<file path="src/shared/cde_pkg.sv">
package cde_pkg;

	// ----------------------------------------------------------------
	// Widths and instruction fields
	// ----------------------------------------------------------------
	localparam int DATA_W = 8;
	localparam int FADDR_W = 7;
	localparam int PC_W = 13;
	localparam int K_W = 11;
	localparam int INSTR_W = 14;
	localparam int OPC_HI = 13;
	localparam int OPC_LO = 11;
	localparam int DEST_BIT = 7;
	localparam int LATH_W = 5;
	localparam int LATH_HI = 4;
	localparam int LATH_LO = 3;
	localparam logic [DATA_W-1:0] ONE_B = 8'h01;
	localparam logic [DATA_W-1:0] ZERO_B = 8'h00;
	localparam logic [PC_W-1:0] ONE_PC = 13'h0001;

	// ----------------------------------------------------------------
	// Register map, byte addresses on the bus
	// ----------------------------------------------------------------
	localparam logic [7:0] OFS_INSTR = 8'h00;
	localparam logic [7:0] OFS_PC = 8'h04;
	localparam logic [7:0] OFS_ACC = 8'h08;
	localparam logic [7:0] OFS_STATUS = 8'h0C;
	localparam logic [7:0] OFS_LATCH = 8'h10;
	localparam logic [7:0] OFS_STACK = 8'h14;
	localparam logic [7:0] OFS_DADDR = 8'h18;
	localparam logic [7:0] OFS_DATA = 8'h1C;
	localparam logic [7:0] OFS_CYCLES = 8'h20;
	localparam int ST_Z_BIT = 0;
	localparam int ST_SKIP_BIT = 1;
	localparam int ST_BUSY_BIT = 2;

	// ----------------------------------------------------------------
	// Reset values
	// ----------------------------------------------------------------
	localparam logic [PC_W-1:0] RST_PC = 13'h0000;
	localparam logic [DATA_W-1:0] RST_ACC = 8'h00;
	localparam logic [LATH_W-1:0] RST_LATCH = 5'h00;
	localparam logic [31:0] RST_WORD = 32'h00000000;

	// ----------------------------------------------------------------
	// Enumerations and carriers
	// ----------------------------------------------------------------
	typedef enum logic [2:0] {
		OP_NOP = 3'b000,
		OP_INVERT = 3'b001,
		OP_ZREG = 3'b010,
		OP_ZACC = 3'b011,
		OP_CALL = 3'b100,
		OP_DEC = 3'b101,
		OP_DECSKIP = 3'b110,
		OP_RSVD = 3'b111
	} cde_op_e;

	typedef enum logic {
		ST_RUN = 1'b0,
		ST_SECOND = 1'b1
	} cde_state_e;

	typedef struct packed {
		logic read;
		logic write;
		logic [7:0] address;
		logic [31:0] writedata;
		logic [3:0] byteenable;
	} cde_avs_req_s;

	typedef struct packed {
		logic [31:0] readdata;
		logic waitrequest;
	} cde_avs_rsp_s;

	typedef struct packed {
		logic we;
		logic [FADDR_W-1:0] waddr;
		logic [DATA_W-1:0] wdata;
	} cde_rf_wr_s;

endpackage

</file>
<file path="src/core/cde_regfile.sv">
`timescale 1ns/100ps
module cde_regfile #(
	parameter int DEPTH = 128
) (
	// Clock and reset.
	input wire logic clk_sys,
	input wire logic rst_n,
	// Write port.
	input wire cde_pkg::cde_rf_wr_s wr,
	// Read ports.
	input wire logic [cde_pkg::FADDR_W-1:0] raddr_a,
	input wire logic [cde_pkg::FADDR_W-1:0] raddr_b,
	output logic [cde_pkg::DATA_W-1:0] rdata_a,
	output logic [cde_pkg::DATA_W-1:0] rdata_b
);

	typedef struct packed {
		logic [DEPTH-1:0][cde_pkg::DATA_W-1:0] mem;
	} cde_rf_s;

	cde_rf_s r;
	cde_rf_s next_r;

	// Reads are combinational so an instruction sees its operand in the cycle it executes.
	assign rdata_a = r.mem[raddr_a];
	assign rdata_b = r.mem[raddr_b];

	// One write per cycle; the bus and the executor never write in the same cycle.
	always_comb begin
		next_r = r;
		if (wr.we) begin
			next_r.mem[wr.waddr] = wr.wdata;
		end
	end

	// Data registers clear at reset so reads never return unknowns.
	always_ff @(posedge clk_sys) begin
		if (!rst_n) begin
			r <= '0;
		end else begin
			r <= next_r;
		end
	end

endmodule

</file>
<file path="src/core/cde_exec.sv">
// Design decisions made here: the Avalon-MM interface to the registers and the address map.
`timescale 1ns/100ps
module cde_exec (
	// Clock and reset.
	input wire logic clk_sys,
	input wire logic rst_n,
	// Avalon-MM slave.
	input wire cde_pkg::cde_avs_req_s avs_req,
	output cde_pkg::cde_avs_rsp_s avs_rsp
);

	// ----------------------------------------------------------------
	// State
	// ----------------------------------------------------------------
	typedef struct packed {
		cde_pkg::cde_state_e state;
		logic [cde_pkg::PC_W-1:0] pc;
		logic [cde_pkg::PC_W-1:0] stack_top_entry;
		logic [cde_pkg::DATA_W-1:0] acc;
		logic [cde_pkg::LATH_W-1:0] pc_high_latch;
		logic z;
		logic skip;
		logic [cde_pkg::FADDR_W-1:0] daddr;
		logic [cde_pkg::INSTR_W-1:0] last_instr;
		logic [31:0] cycles;
		logic rd_done;
		logic [31:0] rdata;
	} cde_core_s;

	cde_core_s r;
	cde_core_s next_r;

	logic [31:0] be_mask;
	logic wait_req;
	logic ex_go;
	logic ex_run;
	cde_pkg::cde_op_e op;
	logic dest;
	logic [cde_pkg::FADDR_W-1:0] faddr;
	logic [cde_pkg::DATA_W-1:0] f_val;
	logic [cde_pkg::DATA_W-1:0] bus_data;
	logic [cde_pkg::DATA_W-1:0] ex_res;
	cde_pkg::cde_rf_wr_s rf_wr;
	logic [31:0] rd_mux;

	// ----------------------------------------------------------------
	// Bus handshake
	// ----------------------------------------------------------------

	// Byte enables become a bit mask for read-modify-write of the PC, ACC, LATCH and DADDR registers.
	genvar gi;
	generate
		for (gi = 0; gi < 4; gi++) begin : g_be
			assign be_mask[gi*8 +: 8] = {8{avs_req.byteenable[gi]}};
		end
	endgenerate

	// Reads answer one cycle late from a flop; an instruction write stalls
	// during the second cycle of a call, which keeps the executor single-issue.
	always_comb begin
		if (avs_req.read) begin
			wait_req = ~r.rd_done;
		end else begin
			wait_req = avs_req.write && avs_req.address == cde_pkg::OFS_INSTR
				&& r.state == cde_pkg::ST_SECOND;
		end
	end

	assign avs_rsp.waitrequest = wait_req;
	assign avs_rsp.readdata = r.rdata;

	// ----------------------------------------------------------------
	// Decode
	// ----------------------------------------------------------------
	assign ex_go = avs_req.write && !wait_req && avs_req.address == cde_pkg::OFS_INSTR;
	assign ex_run = ex_go && !r.skip;
	assign op = cde_pkg::cde_op_e'(avs_req.writedata[cde_pkg::OPC_HI:cde_pkg::OPC_LO]);
	assign dest = avs_req.writedata[cde_pkg::DEST_BIT];
	assign faddr = avs_req.writedata[cde_pkg::FADDR_W-1:0];

	// Result of the register operation, computed from the operand read this cycle.
	always_comb begin
		case (op)
			cde_pkg::OP_INVERT: ex_res = ~f_val;
			cde_pkg::OP_DEC, cde_pkg::OP_DECSKIP: ex_res = f_val - cde_pkg::ONE_B;
			default: ex_res = cde_pkg::ZERO_B;
		endcase
	end

	// Data register write: the executor, or the bus data window.
	always_comb begin
		rf_wr.we = 1'b0;
		rf_wr.waddr = faddr;
		rf_wr.wdata = ex_res;
		if (ex_run) begin
			case (op)
				cde_pkg::OP_INVERT, cde_pkg::OP_DEC, cde_pkg::OP_DECSKIP: rf_wr.we = dest;
				cde_pkg::OP_ZREG: rf_wr.we = 1'b1;
				default: rf_wr.we = 1'b0;
			endcase
		end else if (avs_req.write && avs_req.address == cde_pkg::OFS_DATA
			&& avs_req.byteenable[0]) begin
			rf_wr.we = 1'b1;
			rf_wr.waddr = r.daddr;
			rf_wr.wdata = avs_req.writedata[cde_pkg::DATA_W-1:0];
		end
	end

	// The file depth follows the address field, so every encodable register exists.
	cde_regfile #(
		.DEPTH(2 ** cde_pkg::FADDR_W)
	) i_cde_regfile (
		.clk_sys(clk_sys),
		.rst_n(rst_n),
		.wr(rf_wr),
		.raddr_a(faddr),
		.raddr_b(r.daddr),
		.rdata_a(f_val),
		.rdata_b(bus_data)
	);

	// ----------------------------------------------------------------
	// Read mux
	// ----------------------------------------------------------------

	// Unmapped addresses read as zero; narrow registers sit in the low bits.
	always_comb begin
		case (avs_req.address)
			cde_pkg::OFS_INSTR: rd_mux = 32'(r.last_instr);
			cde_pkg::OFS_PC: rd_mux = 32'(r.pc);
			cde_pkg::OFS_ACC: rd_mux = 32'(r.acc);
			cde_pkg::OFS_STATUS: rd_mux = 32'({r.state == cde_pkg::ST_SECOND, r.skip, r.z});
			cde_pkg::OFS_LATCH: rd_mux = 32'(r.pc_high_latch);
			cde_pkg::OFS_STACK: rd_mux = 32'(r.stack_top_entry);
			cde_pkg::OFS_DADDR: rd_mux = 32'(r.daddr);
			cde_pkg::OFS_DATA: rd_mux = 32'(bus_data);
			cde_pkg::OFS_CYCLES: rd_mux = r.cycles;
			default: rd_mux = cde_pkg::RST_WORD;
		endcase
	end

	// ----------------------------------------------------------------
	// Next state
	// ----------------------------------------------------------------
	always_comb begin
		logic [31:0] wv;
		wv = 32'h00000000;
		next_r = r;
		next_r.rd_done = avs_req.read && !r.rd_done;
		if (avs_req.read && !r.rd_done) begin
			next_r.rdata = rd_mux;
		end
		// The second cycle of a call issues nothing new.
		if (r.state == cde_pkg::ST_SECOND) begin
			next_r.state = cde_pkg::ST_RUN;
			next_r.cycles = r.cycles + 32'h00000001;
		end
		if (ex_go) begin
			next_r.last_instr = avs_req.writedata[cde_pkg::INSTR_W-1:0];
			next_r.cycles = r.cycles + 32'h00000001;
			next_r.pc = r.pc + cde_pkg::ONE_PC;
			// A skipped instruction is discarded and runs as a no-op.
			next_r.skip = 1'b0;
		end
		if (ex_run) begin
			case (op)
				cde_pkg::OP_CALL: begin
					next_r.stack_top_entry = r.pc + cde_pkg::ONE_PC;
					next_r.pc = {r.pc_high_latch[cde_pkg::LATH_HI:cde_pkg::LATH_LO],
						avs_req.writedata[cde_pkg::K_W-1:0]};
					next_r.state = cde_pkg::ST_SECOND;
				end
				cde_pkg::OP_INVERT, cde_pkg::OP_DEC: begin
					if (!dest) begin
						next_r.acc = ex_res;
					end
					next_r.z = ex_res == cde_pkg::ZERO_B;
				end
				cde_pkg::OP_DECSKIP: begin
					if (!dest) begin
						next_r.acc = ex_res;
					end
					next_r.skip = ex_res == cde_pkg::ZERO_B;
				end
				cde_pkg::OP_ZREG: next_r.z = 1'b1;
				cde_pkg::OP_ZACC: begin
					next_r.acc = cde_pkg::ZERO_B;
					next_r.z = 1'b1;
				end
				default: next_r.z = r.z;
			endcase
		end
		// Register writes from software merge under the byte enables.
		if (avs_req.write && !wait_req) begin
			case (avs_req.address)
				cde_pkg::OFS_PC: begin
					wv = (32'(r.pc) & ~be_mask) | (avs_req.writedata & be_mask);
					next_r.pc = wv[cde_pkg::PC_W-1:0];
				end
				cde_pkg::OFS_ACC: begin
					wv = (32'(r.acc) & ~be_mask) | (avs_req.writedata & be_mask);
					next_r.acc = wv[cde_pkg::DATA_W-1:0];
				end
				cde_pkg::OFS_STATUS: begin
					if (avs_req.byteenable[0]) begin
						next_r.z = avs_req.writedata[cde_pkg::ST_Z_BIT];
					end
				end
				cde_pkg::OFS_LATCH: begin
					wv = (32'(r.pc_high_latch) & ~be_mask) | (avs_req.writedata & be_mask);
					next_r.pc_high_latch = wv[cde_pkg::LATH_W-1:0];
				end
				cde_pkg::OFS_DADDR: begin
					wv = (32'(r.daddr) & ~be_mask) | (avs_req.writedata & be_mask);
					next_r.daddr = wv[cde_pkg::FADDR_W-1:0];
				end
				default: wv = 32'h00000000;
			endcase
		end
	end

	// Single register stage for the whole core state.
	always_ff @(posedge clk_sys) begin
		if (!rst_n) begin
			r <= '0;
			r.pc <= cde_pkg::RST_PC;
			r.acc <= cde_pkg::RST_ACC;
			r.pc_high_latch <= cde_pkg::RST_LATCH;
			r.state <= cde_pkg::ST_RUN;
		end else begin
			r <= next_r;
		end
	end
endmodule

</file>
<file path="config.mk">
export PLATFORM = sky130hd
export DESIGN_NAME = cde_exec
export DESIGN_NICKNAME = d
export VERILOG_FILES = /design/src/shared/cde_pkg.sv /design/src/core/cde_regfile.sv /design/src/core/cde_exec.sv
export SDC_FILE = /design/constraint.sdc
export NUM_CORES = 2
export LEC_CHECK = 0
export BUFFER_PORTS_ARGS = -buffer_cell sky130_fd_sc_hd__buf_4
export CORE_UTILIZATION = 25
export DETAILED_ROUTE_END_ITERATION = 16
export PLACE_DENSITY_LB_ADDON = 0.3
export SYNTH_ARGS = -nofsm -noshare
export SYNTH_HDL_FRONTEND = slang
export SYNTH_SLANG_ARGS = --single-unit
</file>
<file path="constraint.sdc">
create_clock -name clk_sys -period 7.05 [get_ports clk_sys]
set_input_delay 1.41 -clock clk_sys [delete_from_list [all_inputs] [get_ports clk_sys]]
set_output_delay 1.41 -clock clk_sys [all_outputs]
set_load 0.005 [all_outputs]
</file>
==> metrics.cfg <==
[status]
status=finished clean

[critical_path]
path_delay_family=compound AO/OA/AOI/OAI gates
critPathLaunchType=primary input
cp.required_ns=7.71
cp.depth=16
slowest_delay_ns=0.75
cp_num_buf_inv=4
path_class=in -> reg
cpMostUsedCell=buf_12
worstPathMaxFanout=47
reg2regPathDepth=8
crit_arrival_ns=6.20
slowest_stage=a21oi_4
cp_cell_sequence=clkbuf_8 > buf_12 > mux4_2 > o22ai_1 > or3_1 > a31oi_1 > a2111o_1 > inv_1 > ha_1 > nor2_1 > xnor2_1 > nor3_1 > a21oi_4 > buf_12 > nand2_1 > o211a_1
cp-end-kind=flop

[sta]
worst_slack_ns=1.50
fin_skew_ns=0.0398
rsz0062_at_grt=no
worstMarginPinSlew_ns=1.25
final_hold_viol_count=0
relSlewSlack=0.168
min_period_over_period=0.787
drv_slew=0
period_needed_ns=5.55
whs_ns=0.462
fmaxAchievable_mhz=180
finalSetupTns_ns=0
setup_viol=0

[pwr]
p_leak_nw=26.0
p_per_area_nw_per_um2=213
ir_drop_mv=0.248
total_power_mw=14.6

[cells_and_area]
nNetsFinal=5876
syn_to_final_growth_pct=13.6
multiInputGateArea_um2=34800
fillCellCount=24900
fin_cells=9090
diodes=0
seqCellArea_um2=23100
drive_above_1_share=0.181

[placed_design]
hpwlAfterDp_mm=147
placed_cells=8855
gp_congestion=0.879
dp_slack_ns=0.800
port_buffers=60

[min_path]
min_path_type=reg -> reg
worstHoldPathCells=2

[cts]
clockRootBuffer=clkbuf_16
clkSlewWorstSetupHoldPaths_ns=0.05
numCtsBuffers=135
clk_latency_ns=0.79
post_cts_buffers=0
ctsHoldBuffers=0
htreeDepth=4
cts_tree=built
clockBufferDepth=3
cts_sinks=1152
ctsResizeCount=0

[die]
rows=179
core_um2=239000
die-area_um2=243000
io_pins=81
chipHeight_um=493
fp.dieW_um=493
initial_utilization=0.253

[synthesis]
synth_nets=6088
synth_area_leader_cell=dfxtp_1
ys_top_cells_by_count=dfxtp_1 (1152), nand2_1 (1055), o21ai_0 (612)
yosys-top-cells-area=dfxtp_1 (38%), mux4_2 (23%), nand2_1 (6.6%)
ys_ff_latch=1152
yosys_warnings=0
synthFlopType=dfxtp_1
syn_area_per_cell_um2=9.99
yosysMostFrequentCell=dfxtp_1
synth_area_um2=60300
syn_inst=6037
synthDistinctLibCells=64
ys_seq_area_frac=0.382
synth_top_area_frac=0.382
synth-edff-count=0
synth_async_sr_flop_share=0

[drt]
drt_iter0_drc=5374
via_count=49300
firstDrtPassIters=6
ant_nets=0
drt-total-wl_mm=217
avgViaCountPerCell=5.43
wl_per_cell_um=23.8
remaining_drc_errors=0

[global_routing]
grt_pass1_wl_mm=321
first_global_vias=47100
overflow=0
antenna_found_initial=6
grt_usage=0.174
grt_max_degree=236

[job]
maxCapViolCount=0

layout by cell type, fill, tap and decap left out, types with 16 or more instances in the layout:
master and n:
clkbuf_16 139, or3_1 18, buf_4 179, a21oi_1 37, a31oi_1 391, and2_1 227
mux4_2 609, xnor2_1 32, nor2b_1 43, nand2_1 1051, a21boi_0 166, nor3_1 16
clkbuf_8 30, buf_12 38, and3_1 23, o211a_1 338, o21ai_0 612, o22ai_1 20
clkbuf_1 31, clkinv_2 19, nor2_1 338, mux2i_1 74, dfxtp_1 1147, nand3_1 71
a22oi_1 57
per-layer routing:
metal / routed length [um] / track usage / vias to the layer above
li1: - / - / 22200
met4: 5810 / 0.0498 / 0
met2: 98900 / 0.274 / 1961
met5: 0 / 0 / -
met1: 95400 / 0.240 / 24900
met3: 16500 / 0.0338 / 317
power by group:
part	leakage (nW)	switching (mW)	internal, mW
Combinational	14.6	0.660	0.251
Clock	2.18	2.96	4.18
Sequential	9.28	0.000918	6.51
final cells by class:
type | instances | share of cell area
clock buffer | 199 | 0.0583
clock inverter | 36 | 0.00641
inverter | 10 | 0.000566
multi-input combinational | 4305 | 0.508
sequential | 1152 | 0.337
tap | 3167 | 0.0579
timing repair buffer | 221 | 0.0316
flip-flops by register name, indices dropped and copies added, names as in the netlist, named ones only:
register / flops
i_cde_regfile.r: 1024
r: 63
avs_rsp: 32
through the flow:
stage / utilization / instance area [um^2]
after global routing: 0.287 / 68500
after global placement: 0.268 / 64100
final: 0.287 / 68500
after CTS: 0.287 / 68500
after detailed placement: 0.268 / 64100
after floorplan: - / 60300
tightest hold or removal path, cell delays in order, from the launching register on:
cell and delay, ns:
dfxtp_1 0.30, nand2_1 0.05, a21boi_0 0.06
cells by family after synthesis:
logic type	Yosys count	synth area share
AOI/OAI and AO/OA	1703	0.191
muxes	693	0.242
xor gates and xnor gates	47	0.00683
adders and majority gates	3	0.000623
and+or+nand+nor	1859	0.134
buffers and inverters	580	0.0426
DFF	1152	0.382
worst paths after layout:
path / startpoint / to / slack [ns]
worst min register to register: avs_rsp[32] / avs_rsp[32] / 0.46
worst max register to register: flop / avs_rsp[5] / 2.41
worst min-delay path: avs_rsp[32] / avs_rsp[32] / 0.46
worst max-delay path: avs_req[5] / i_cde_regfile.r[858] / 1.50
No activity file was read; power rests on OpenSTA's default activity.
